File: config.mk
export PLATFORM = sky130hd
export DESIGN_NAME = storage_elements
export DESIGN_NICKNAME = d
export VERILOG_FILES = /design/src/rtl/storage_elements.v /design/src/rtl/octal_store.v
export VERILOG_INCLUDE_DIRS = /design/src /design/src/rtl
export SDC_FILE = /design/constraint.sdc
export NUM_CORES = 1
export LEC_CHECK = 0
export BUFFER_PORTS_ARGS = -buffer_cell sky130_fd_sc_hd__buf_2
export CORE_MARGIN = 2
export CORE_UTILIZATION = 47
export DETAILED_ROUTE_END_ITERATION = 7
export HOLD_SLACK_MARGIN = 0.1
export PLACE_DENSITY = 0.87
export SLEW_MARGIN = 20
export SYNTH_ARGS = -nofsm -noshare
export SYNTH_HDL_FRONTEND = slang
export SYNTH_SLANG_ARGS = --single-unit
File: constraint.sdc
create_clock -name ref_clk -period 1.84 [get_ports ref_clk]
set_input_delay 0.368 -clock ref_clk [delete_from_list [all_inputs] [get_ports ref_clk]]
set_output_delay 0.368 -clock ref_clk [all_outputs]
set_load 0.01 [all_outputs]
File: src/rtl/storage_regs.vh
// reset values and widths shared by the storage element library
`ifndef STORAGE_REGS_VH
`define STORAGE_REGS_VH

// width of the octal register and octal latch
`define OCTAL_WIDTH 8
// stored value of every single-bit element after reset
`define BIT_RESET 1'b0
// stored value of the octal elements after reset
`define OCTAL_RESET 8'h00
// octal element kinds
`define KIND_EDGE 1'b0
`define KIND_LATCH 1'b1

`endif

File: src/rtl/storage_elements.v
// library of bistables, latches and flip-flops on one system clock
`timescale 1ns/1ns
`default_nettype none
`include "storage_regs.vh"

module storage_elements (
  input  wire                    ref_clk,
  input  wire                    reset,
  input  wire                    clk_en,
  // active-high set/clear bistable
  input  wire                    hi_set,
  input  wire                    hi_clear,
  output wire                    hi_out,
  output wire                    hi_inverted_out,
  // active-low set/clear bistable
  input  wire                    lo_set_n,
  input  wire                    lo_clear_n,
  output wire                    lo_out,
  output wire                    lo_inverted_out,
  // single-bit transparent latch
  input  wire                    lat_data,
  input  wire                    latch_open,
  output wire                    lat_out,
  output wire                    lat_inverted_out,
  // shared sampling strobe for the edge elements
  input  wire                    sample_clock,
  // edge d flip-flop
  input  wire                    dff_data,
  input  wire                    dff_preset_n,
  input  wire                    dff_clear_n,
  output wire                    dff_out,
  output wire                    dff_inverted_out,
  // jk flip-flop
  input  wire                    jk_j,
  input  wire                    jk_k,
  input  wire                    jk_k_low_mode,
  input  wire                    jk_set_n,
  input  wire                    jk_reset_n,
  output wire                    jk_out,
  output wire                    jk_inverted_out,
  // octal edge register
  input  wire [`OCTAL_WIDTH-1:0] reg_data,
  input  wire                    reg_out_en_n,
  output wire [`OCTAL_WIDTH-1:0] reg_out,
  output wire [`OCTAL_WIDTH-1:0] reg_oe,
  // octal transparent latch
  input  wire [`OCTAL_WIDTH-1:0] olat_data,
  input  wire                    olat_open,
  input  wire                    olat_out_en_n,
  output wire [`OCTAL_WIDTH-1:0] olat_out,
  output wire [`OCTAL_WIDTH-1:0] olat_oe
);

  //--------------------------------------------------------------------------
  // sample edge detection
  //--------------------------------------------------------------------------
  // sample_clock comes from logic on ref_clk, so it is read without a synchroniser
  // a strobe held high gives one event only; it must drop for an enabled cycle first
  reg  sample_prev_q;
  wire sample_rise;

  // strobe history, frozen with the rest of the state
  always @(posedge ref_clk)
  begin
    if (reset)
      sample_prev_q <= `BIT_RESET;
    else if (clk_en)
      sample_prev_q <= sample_clock;
  end

  // frozen clock enable masks the edge so no sample is taken while halted
  assign sample_rise = clk_en & sample_clock & ~sample_prev_q;

  //--------------------------------------------------------------------------
  // active-high bistable
  //--------------------------------------------------------------------------
  reg  hi_state_q;
  reg  hi_state_d;

  // the driver must not raise both controls; if it does, the old state is kept
  always @*
  begin
    hi_state_d = hi_state_q;
    if (hi_set && !hi_clear)
      hi_state_d = 1'b1;
    else if (hi_clear && !hi_set)
      hi_state_d = 1'b0;
  end

  // stored state of the high bistable
  always @(posedge ref_clk)
  begin
    if (reset)
      hi_state_q <= `BIT_RESET;
    else if (clk_en)
      hi_state_q <= hi_state_d;
  end

  reg  [1:0] hi_pins;

  // controls act on the outputs at once, storage catches up on the next clock
  always @*
  begin
    case ({hi_set, hi_clear})
      2'b10:   hi_pins = 2'b10;
      2'b01:   hi_pins = 2'b01;
      2'b11:   hi_pins = 2'b00;
      default: hi_pins = {hi_state_q, ~hi_state_q};
    endcase
  end

  // true output on the high bit, inverted output on the low bit
  assign hi_out          = hi_pins[1];
  assign hi_inverted_out = hi_pins[0];

  //--------------------------------------------------------------------------
  // active-low bistable
  //--------------------------------------------------------------------------
  reg  lo_state_q;
  reg  lo_state_d;

  // both low is the forbidden case, left to the driver; state is held then
  always @*
  begin
    lo_state_d = lo_state_q;
    if (!lo_set_n && lo_clear_n)
      lo_state_d = 1'b1;
    else if (!lo_clear_n && lo_set_n)
      lo_state_d = 1'b0;
  end

  // stored state of the low bistable
  always @(posedge ref_clk)
  begin
    if (reset)
      lo_state_q <= `BIT_RESET;
    else if (clk_en)
      lo_state_q <= lo_state_d;
  end

  reg  [1:0] lo_pins;

  // both controls low drive both outputs high, like cross-coupled nand gates
  always @*
  begin
    case ({lo_set_n, lo_clear_n})
      2'b01:   lo_pins = 2'b10;
      2'b10:   lo_pins = 2'b01;
      2'b00:   lo_pins = 2'b11;
      default: lo_pins = {lo_state_q, ~lo_state_q};
    endcase
  end

  // true output on the high bit, inverted output on the low bit
  assign lo_out          = lo_pins[1];
  assign lo_inverted_out = lo_pins[0];

  //--------------------------------------------------------------------------
  // single-bit transparent latch
  //--------------------------------------------------------------------------
  reg lat_state_q;

  // clock enable low freezes the stored bit but not the open path
  always @(posedge ref_clk)
  begin
    if (reset)
      lat_state_q <= `BIT_RESET;
    else if (clk_en && latch_open)
      lat_state_q <= lat_data;
  end

  // open latch is a wire from data to output; closed it shows the stored bit
  assign lat_out          = latch_open ? lat_data : lat_state_q;
  assign lat_inverted_out = ~lat_out;

  //--------------------------------------------------------------------------
  // edge d flip-flop with direct preset and clear
  //--------------------------------------------------------------------------
  reg  dff_state_q;
  reg  dff_state_d;

  // direct inputs beat the sample edge; preset wins when both are low
  always @*
  begin
    dff_state_d = dff_state_q;
    if (!dff_preset_n)
      dff_state_d = 1'b1;
    else if (!dff_clear_n)
      dff_state_d = 1'b0;
    else if (sample_rise)
      dff_state_d = dff_data;
  end

  // the flop itself; direct inputs reach it on the next enabled clock
  always @(posedge ref_clk)
  begin
    if (reset)
      dff_state_q <= `BIT_RESET;
    else if (clk_en)
      dff_state_q <= dff_state_d;
  end

  // direct inputs reach the outputs without waiting for any clock
  // both direct inputs low show high on both outputs, like the gate version
  assign dff_out          = !dff_preset_n ? 1'b1 : (!dff_clear_n ? 1'b0 : dff_state_q);
  assign dff_inverted_out = !dff_clear_n ? 1'b1 : (!dff_preset_n ? 1'b0 : ~dff_state_q);

  //--------------------------------------------------------------------------
  // jk flip-flop
  //--------------------------------------------------------------------------
  reg  jk_state_q;
  reg  jk_state_d;
  wire jk_k_eff;

  // the inverted-k variant is chosen by a static mode level
  assign jk_k_eff = jk_k_low_mode ? ~jk_k : jk_k;

  // direct inputs first, then the j/k action of a sample event
  always @*
  begin
    jk_state_d = jk_state_q;
    if (!jk_set_n)
      jk_state_d = 1'b1;
    else if (!jk_reset_n)
      jk_state_d = 1'b0;
    else if (sample_rise)
    begin
      case ({jk_j, jk_k_eff})
        2'b10:   jk_state_d = 1'b1;
        2'b01:   jk_state_d = 1'b0;
        2'b11:   jk_state_d = ~jk_state_q;
        default: jk_state_d = jk_state_q;
      endcase
    end
  end

  // stored state of the jk flop
  always @(posedge ref_clk)
  begin
    if (reset)
      jk_state_q <= `BIT_RESET;
    else if (clk_en)
      jk_state_q <= jk_state_d;
  end

  // direct set and reset override the outputs at once
  assign jk_out          = !jk_set_n ? 1'b1 : (!jk_reset_n ? 1'b0 : jk_state_q);
  assign jk_inverted_out = !jk_reset_n ? 1'b1 : (!jk_set_n ? 1'b0 : ~jk_state_q);

  //--------------------------------------------------------------------------
  // octal register and octal latch
  //--------------------------------------------------------------------------
  // enables go out as separate lines; the pad ring builds the floating pin
  // the latch copy ignores the sample strobe and the register copy the open level
  octal_store #(
    .KIND (`KIND_EDGE)
  ) u_octal_reg (
    .ref_clk     (ref_clk),
    .reset       (reset),
    .clk_en      (clk_en),
    .sample_rise (sample_rise),
    .latch_open  (1'b0),
    .data_in     (reg_data),
    .out_en_n    (reg_out_en_n),
    .data_out    (reg_out),
    .data_oe     (reg_oe)
  );

  octal_store #(
    .KIND (`KIND_LATCH)
  ) u_octal_latch (
    .ref_clk     (ref_clk),
    .reset       (reset),
    .clk_en      (clk_en),
    .sample_rise (1'b0),
    .latch_open  (olat_open),
    .data_in     (olat_data),
    .out_en_n    (olat_out_en_n),
    .data_out    (olat_out),
    .data_oe     (olat_oe)
  );

endmodule
`default_nettype wire

File: src/rtl/octal_store.v
// eight-bit storage word, edge sampled or level transparent, with output enable
`timescale 1ns/1ns
`default_nettype none
`include "storage_regs.vh"

module octal_store #(
  parameter [0:0] KIND = `KIND_EDGE
) (
  input  wire                    ref_clk,
  input  wire                    reset,
  input  wire                    clk_en,
  input  wire                    sample_rise,
  input  wire                    latch_open,
  input  wire [`OCTAL_WIDTH-1:0] data_in,
  input  wire                    out_en_n,
  output wire [`OCTAL_WIDTH-1:0] data_out,
  output wire [`OCTAL_WIDTH-1:0] data_oe
);

  //--------------------------------------------------------------------------
  // per-bit storage
  //--------------------------------------------------------------------------
  genvar i;
  generate
    for (i = 0; i < `OCTAL_WIDTH; i = i + 1)
    begin : g_bit
      reg  bit_q;
      wire bit_d;

      // edge kind loads on the sample edge, latch kind follows while open
      assign bit_d = (KIND == `KIND_EDGE) ? (sample_rise ? data_in[i] : bit_q)
                                          : (latch_open ? data_in[i] : bit_q);

      // contents are kept while outputs are disabled
      always @(posedge ref_clk)
      begin
        if (reset)
          bit_q <= `BIT_RESET;
        else if (clk_en)
          bit_q <= bit_d;
      end

      // an open latch passes data straight through, so it is not a flop output
      assign data_out[i] = (KIND == `KIND_LATCH && latch_open) ? data_in[i] : bit_q;
      // pin is driven only while the active-low enable is low
      assign data_oe[i]  = ~out_en_n;
    end
  endgenerate

endmodule
`default_nettype wire

# Word level (Yosys, flattened, before mapping)
# Index checks and enable logic that the tools add are counted.
[totals]
word_cells = 92
output_inout_bits = 42
in_bits = 37
register_bits = 22
[op_classes]
reduce_logical = 17
mux = 31
bitwise_logic = 11
eq_ne = 11
[op_table]
columns = ["op", "n"]
rows = [
  ["1-bit 2-to-1 mux", 28],
  ["2-bit case mux with 3 select lines", 2],
  ["2-bit == test, second input constant", 5],
  ["1-bit NOT", 9],
  ["2-bit AND reduction", 4],
  ["2-bit by 1-bit == test with 1-bit output, second input constant", 3],
  ["3-bit by 2-bit inequality test with 1-bit output, second input constant", 2],
  ["1-bit logical AND", 5],
  ["5-bit by 2-bit inequality test with 1-bit output, second input constant", 1],
  ["1-bit logical NOT", 4],
  ["2-bit nonzero test", 2],
  ["1-bit case mux with 3 select lines", 1],
  ["3-bit AND reduction", 1],
  ["1-bit AND", 2],
  ["2-bit logical NOT", 1],
]

# Longest topological paths before layout
# Gate-level depths: netlist (run 1).
[logic_depth]
depth_word = 7
mapped_depth = 5
mapped_depth_nobuf = 5

# By module
# Synthesis (run 1) repeated with hierarchy kept, for this count alone.
[hier_totals]
hier_cells = 178
area_unflattened_um2 = 1550.2
[by_module_without_submodules]
columns = ["module", "seq_area_each_um2", "instances", "cells_each", "area_per_inst_um2"]
rows = [
  ["octal_store at u_octal_latch", 160.2, 1, 61, 575.6],
  ["storage_elements", 120.1, 1, 64, 491.7],
  ["octal_store at u_octal_reg", 160.2, 1, 53, 483.0],
]

# Least setup slack after synthesis (run 1)
# No wires, ideal clock.
[synth_path]
path_type = "input -> output"
from = "in olat_open"
to = "out olat_out[0]"
t_required_ns = 1.472
path_stages = 3
path_slack_ns = 0.495
t_arrival_ns = 0.977
n_path_buf = 2
path_cell_list = "buf_4 mux2_2 buf_4"
[synth_between]
elab_chain_cells = 1
[synth_lines]
columns = ["element", "line", "text"]
rows = [
  ["from (decl)", "storage_elements.v:48", "input wire olat_open,"],
  ["1-bit 2-to-1 mux", "octal_store.v:44", "assign data_out[i] = (KIND == `KIND_LATCH && latch_open) ? data_in[i] : bit_q;"],
  ["to (decl)", "storage_elements.v:50", "output wire [`OCTAL_WIDTH-1:0] olat_out,"],
]
# Every way passes these cells.

# Worst setup path in the final report (run 1)
[layout_path]
from = "in hi_set"
to = "out hi_out"
[layout_between]
elab_chain_cells = 2
word_cells_on_any_way = 4
classes_between = "3 x eq/ne; 1 x mux"
[layout_lines]
columns = ["element", "line", "text"]
rows = [
  ["from (decl)", "storage_elements.v:11", "input wire hi_set,"],
  ["2-bit == test / 2-bit by 1-bit == test with 1-bit output (equally long branches)", "storage_elements.v:104", "case ({hi_set, hi_clear})"],
  ["2-bit case mux with 3 select lines *", "storage_elements.v:104", ""],
  ["to (decl)", "storage_elements.v:13", "output wire hi_out,"],
]
# Mark *: on every way between the ends. The rest lies on a longest branch, timed or not.

==> results of run 1 <==
==> per-layer routing <==
layer | global-route usage, % | part of all wire [%]
met5 | 0 | 0
met4 | 0.974 | 0
met3 | 4.40 | 8.4
met2 | 31.1 | 52
met1 | 18.9 | 40
==> cells by family (layout without fill, tap and decap cells) <==
group                    count (synthesis)  in the layout  share of synthesized area [%]
multiplexers                            12             12                           9.37
AND/OR/NAND/NOR                         61             61                           20.6
buffers and inverters                   48             93                           22.7
flip-flops                              22             22                           31.4
AO/OA/AOI/OAI                           21             21                           9.01
XOR/XNOR                                 1              1                          0.625
adder cells (fa/ha/maj)                  7              7                           6.24
==> worst reg2reg max path: stages, from the launching register on <==
cell,delay [ns]
sky130_fd_sc_hd__dfxtp_1,0.35
sky130_fd_sc_hd__nor2b_4,0.33
sky130_fd_sc_hd__and2b_1,0.23
sky130_fd_sc_hd__o21ai_0,0.14
sky130_fd_sc_hd__a21oi_1,0.08
==> cell usage in the layout, fill, tap and decap left out, types with 3 or more instances in the layout <==
cell / Yosys / final
sky130_fd_sc_hd__inv_1: 10 / 10
sky130_fd_sc_hd__dfxtp_1: 22 / 22
sky130_fd_sc_hd__a21oi_1: 12 / 12
sky130_fd_sc_hd__clkbuf_4: 0 / 3
sky130_fd_sc_hd__nand3_1: 11 / 11
sky130_fd_sc_hd__nor3_1: 8 / 8
sky130_fd_sc_hd__mux2i_1: 3 / 3
sky130_fd_sc_hd__nor2_1: 18 / 18
sky130_fd_sc_hd__mux2_2: 8 / 8
sky130_fd_sc_hd__buf_2: 1 / 78
sky130_fd_sc_hd__nand2_1: 19 / 19
sky130_fd_sc_hd__ha_1: 7 / 7
sky130_fd_sc_hd__o21ai_0: 4 / 4
==> path summary, 6_finish.rpt <==
check,end,slack (ns),cells past startpoint
setup / recovery,hi_out,0.27,5
hold / removal,u_octal_reg.g_bit[2].bit_q,0.31,3
setup reg to reg,dff_state_q,0.60,4
hold reg to reg,u_octal_reg.g_bit[5].bit_q,0.46,2
==> through the flow <==
stage          worst slack [ns]  hold WS, ns
2_1_floorplan             0.495        0.436
3_3_place_gp              0.281        0.440
3_5_place_dp              0.264        0.443
4_1_cts                   0.262        0.296
5_1_grt                   0.191        0.309
6_report                  0.272        0.310
==> state kept, by name (all words and copies together) (netlist names) <==
| register | flops |
|---|---|
| lat_state_q | 1 |
| u_octal_latch.g_bit.bit_q | 8 |
| sample_prev_q | 1 |
| dff_state_q | 1 |
| lo_state_q | 1 |
| hi_state_q | 1 |
| u_octal_reg.g_bit.bit_q | 8 |
| jk_state_q | 1 |
==> power groups by stage <==
stage | logic, mW | clock network [mW] | registers, mW
3_3_place_gp | 0.266 | 0 | 0.529
4_1_cts | 0.273 | 0.224 | 0.519
2_1_floorplan | 0.218 | 0 | 0.526
5_1_grt | 0.302 | 0.240 | 0.522
3_5_place_dp | 0.272 | 0 | 0.529
6_report | 0.269 | 0.213 | 0.518
==> layout make-up <==
class | count | area (µm²) | area share [%]
clock buffers | 3 | 22.5 | 1.42
flip-flops and latches | 22 | 440 | 27.8
repair buffers | 79 | 398 | 25.1
inverters | 11 | 41.3 | 2.61
well taps | 31 | 38.8 | 2.45
multi-input cells | 102 | 643 | 40.6
==> results.toml, run 1 <==
[setup_path]
ordered_list_of_cells_on_the_worst_path = "buf_2 > inv_1 > ha_1 > mux2_2 > buf_2"
criticalPathCategory = "in2out"
slowest_delay_ns = 0.33
worstPathRequired_ns = 1.47
critical-path-top-delay-family = "multiplexers"
critPathLaunch = "hi_set"
cp.arrival_ns = 1.20
r2r_start = "sample_prev_q"
crit_path_top_delay_cell = "sky130_fd_sc_hd__mux2_2"
crit_fanout = 2
worst_path_most_repeated_cell = "sky130_fd_sc_hd__buf_2"
crit_path_end_kind = "primary output"
worst-path-buf-inv = 3
critical_path.startpoint_type = "input port"

[yosys]
mapped_nets = 216
netlist.area_leader.share_pct = 31.4
synth_area_leaders = "sky130_fd_sc_hd__dfxtp_1 (31%), sky130_fd_sc_hd__buf_4 (17%), sky130_fd_sc_hd__mux2_2 (6.4%)"
seq_area_frac_synth_pct = 31.4
synth_async_sr_flop_share_pct = 0
yosysMostFrequentCell = "sky130_fd_sc_hd__buf_4"
synth.ff_latch_count = 22
synth.largest_area_cell = "sky130_fd_sc_hd__dfxtp_1"
synth_cell_type_count = 30
synth_enable_flop_cells = 0
ys.flop_type = "sky130_fd_sc_hd__dfxtp_1"
netlist_instances = 172
yosys_warnings = 0
postSynthAreaPerCell_um2 = 8.15
synth_area_um2 = 1400
synth_common_cells = "sky130_fd_sc_hd__buf_4 (32), sky130_fd_sc_hd__dfxtp_1 (22), sky130_fd_sc_hd__nand2_1 (19), sky130_fd_sc_hd__nor2_1 (18), sky130_fd_sc_hd__a21oi_1 (12)"

[floorplanning]
fp.dieW_um = 58.6
floorplan.rows = 19
die-area_um2 = 3440
dieHeight_um = 58.6
io_pins = 79
floorplan.initialDensity_pct = 50.0
core_box_area_um2 = 2810

[min_path]
hold_path.startpoint = "reg_data[2]"
min-delay-path-class = "in2reg"

[sta]
worst-slew-pin-transition_ns = 0.416
grt_setup_unrepaired = "no"
worst_clock_skew_ns = 0.00126
max_freq_ghz = 0.638
timing.final.crit_share_pct = 85.2
timing.max_slew.rel_slack_pct = 72.3
tns_ns = 0
period_minus_slack_ns = 1.57
timing.final.hold_violations = 0
number_of_setup_violations_in_the_final_report = 0
drv_slew = 0

[routing]
detail_route.vias_per_cell = 4.95
total_routed_length_mm = 2.74
routedWlPerCell_um = 11.0
vias = 1227
initial_drt_pass_iterations = 6
postRouteAntennaNets = 0
drc = 7
drt_iter0_markers = 48

[cts]
clk_pin_slew_ns = 0.12
cts_resized = 0
cts_root_buffer = "sky130_fd_sc_hd__clkbuf_4"
cts_tree = "built"
clk_lat_worst_skew_ns = 0.30
cts.repair_timing.setup_buffer_count = 0
cts-hold-fix-buffers = 0
clock_tree.htree_level_count = 1
cts_inserted_buffers = 3
cts_num_sinks = 22
cts_max_path_buffers = 2

[power_and_ir_drop]
share_clk_of_total_power_pct = 21.3
netSwitchingFraction_pct = 29.6
p_leak_nw = 0.822
power_switching_mw = 0.296
power.share.combinational_pct = 26.9
internal_power_mw = 0.705
max-vdd-ir-drop_mv = 0.505
design_power_total_mw = 1.00
power-per-cell-area_nw_per_um2 = 632
seq_pwr_share_pct = 51.8

[global_route]
antenna_found_initial = 0
global_route.usage.total_pct = 16.3
largest_net_degree_at_the_start_of_global_routing = 23
grt_pass1_wl_mm = 4.45
globalRouteOverflowTotal = 0
grt_pass1_vias = 1100

[outcome]
failed_checks = "DRC"
outcome = "complete, but fails checks"

[finish]
final_core_util_pct = 56.5
layout.cells.non_filler = 248
area_growth_syn_to_layout_pct = 12.9
share_of_cells_above_drive_strength_1_pct = 43.8
finalNetCount = 263
final_cell_area_um2 = 1580
antenna_cells = 0
filler_cell_count = 287

[place]
dp.final_hpwl_mm = 2.18
gp_congestion = 0.713
postPlaceCellArea_um2 = 1560
placed_cells_incl_taps = 245
io_buffers = 78

[run]
maxCapViolations = 0
(Power assumes the default switching activity.)
==> run 2: changes to the inputs <==
ABC_AREA = 0   (was not set)
CORE_UTILIZATION = 49   (was 47)
PLACE_DENSITY = 0.88   (was 0.87)
SYNTH_HIERARCHICAL = 1   (was not set)
==> results.toml, run 2 <==
[sta]
max_freq_ghz = 0.632
grt_setup_unrepaired = "no"
tns_ns = 0
timing.final.hold_violations = 0
hold_ws_ns = 0.314
period_minus_slack_ns = 1.58
drv_slew = 0
worst_clock_skew_ns = 0.00551
worst-slew-pin-transition_ns = 0.438
timing.final.crit_share_pct = 86.0
timing.max_slew.rel_slack_pct = 70.8
number_of_setup_violations_in_the_final_report = 0

[power_and_ir_drop]
p_leak_nw = 0.872
max-vdd-ir-drop_mv = 0.446
power-per-cell-area_nw_per_um2 = 568

[global_route]
global_route.usage.total_pct = 15.1
grt_pass1_vias = 1083
largest_net_degree_at_the_start_of_global_routing = 24
globalRouteOverflowTotal = 0
grt_pass1_wl_mm = 4.30
antenna_found_initial = 0

[outcome]
outcome = "finished, final reports clean"

[finish]
final_common_cell = "sky130_fd_sc_hd__buf_2"
antenna_cells = 0
share_of_cells_above_drive_strength_1_pct = 47.3
final_cell_mix = "sky130_fd_sc_hd__buf_2 (78), sky130_fd_sc_hd__dfxtp_1 (22), sky130_fd_sc_hd__a21oi_1 (21)"
area_growth_syn_to_layout_pct = 10.3
top_regs = "u_octal_latch/g_bit.bit_q: 8 flops, u_octal_reg/g_bit.bit_q: 8 flops"
finalNetCount = 266

[setup_path]
crit_path_top_delay_cell = "sky130_fd_sc_hd__mux2_2"
ordered_list_of_cells_on_the_worst_path = "buf_2 > inv_1 > ha_1 > mux2_2 > buf_2"
slowest_delay_ns = 0.34
cp.arrival_ns = 1.22
critical_path.startpoint_type = "input port"
worst-path-buf-inv = 3
crit_fanout = 2
crit_path_end_kind = "primary output"
critical-path-top-delay-family = "multiplexers"
worstPathRequired_ns = 1.47
criticalPathCategory = "in2out"
worst_path_most_repeated_cell = "sky130_fd_sc_hd__buf_2"

[floorplanning]
dieHeight_um = 60.2
floorplan.rows = 20
floorplan.initialDensity_pct = 51.1
io_pins = 79
core_box_area_um2 = 3030
die-area_um2 = 3620
fp.dieW_um = 60.2

[yosys]
yosys_warnings = 6
mapped_nets = 221
postSynthAreaPerCell_um2 = 8.74
netlist_instances = 177
synth_area_um2 = 1550

[cts]
cts.repair_timing.setup_buffer_count = 0
cts_root_buffer = "sky130_fd_sc_hd__clkbuf_4"
cts-hold-fix-buffers = 0
clock_tree.htree_level_count = 1
cts_resized = 0
cts_inserted_buffers = 3
clk_lat_worst_skew_ns = 0.29
clk_pin_slew_ns = 0.11
cts_num_sinks = 22
cts_tree = "built"
cts_max_path_buffers = 2

[place]
gp_congestion = 0.686
dp.final_hpwl_mm = 2.11
io_buffers = 78

[routing]
initial_drt_pass_iterations = 4
total_routed_length_mm = 2.72
vias = 1273
postRouteAntennaNets = 0
drc = 0
routedWlPerCell_um = 10.3
detail_route.vias_per_cell = 4.82
drt_iter0_markers = 23

[min_path]
min-delay-path-class = "in2reg"

[run]
maxCapViolations = 0
==> run 2: worst register-to-register path, stage by stage, from the launching register on <==
cell and delay (ns):
sky130_fd_sc_hd__dfxtp_1 0.35, sky130_fd_sc_hd__nor2b_4 0.13, sky130_fd_sc_hd__nand2_2 0.07, sky130_fd_sc_hd__inv_1 0.35, sky130_fd_sc_hd__a21bo_2 0.20, sky130_fd_sc_hd__a21oi_1 0.06
==> run 2: metrics by stage <==
step / total power [mW] / setup WS, ns / utilization [%] / instances / instance area, µm²
after CTS: 0.988 / 0.254 / 56.3 / 264 / 1710
final: 0.969 / 0.257 / 56.3 / 264 / 1710
after global placement: 0.770 / 0.283 / 55.6 / 261 / 1680
after global routing: 1.04 / 0.182 / 56.3 / 264 / 1710
after floorplan: 0.725 / 0.509 / - / 177 / 1550
after detailed placement: 0.777 / 0.258 / 55.6 / 261 / 1680
==> run 2: layer usage <==
metal / global-route usage (%) / wire length, µm
met4: 2.54 / 10
met3: 4.55 / 164
met2: 28.1 / 1390
met5: 0 / 0
met1: 16.9 / 1150
==> run 2: worst paths after layout <==
| kind | from | to | slack, ns | cells past startpoint |
|---|---|---|---|---|
| worst min-delay path | reg_data[1] | u_octal_reg/g_bit[1].bit_q | 0.31 | 3 |
| worst max-delay path | hi_set | hi_out | 0.26 | 5 |
| worst max register to register | sample_prev_q | u_octal_reg/g_bit[5].bit_q | 0.55 | 5 |
| worst min register to register | lat_state_q | lat_state_q | 0.47 | 2 |
==> run 2: layout make-up <==
cell class	instances	area, µm²
fill	304	1320
timing repair buffer	81	413
sequential	22	440
tap	44	55.1
clock buffer	3	22.5
inverter	12	45.0
multi-input combinational	102	729
==> run 2: where the power goes <==
group | switching, mW | internal, mW | total, mW
logic | 0.133 | 0.123 | 0.256
clock network | 0.130 | 0.0762 | 0.206
registers | 0.0108 | 0.497 | 0.507
total | 0.273 | 0.696 | 0.969
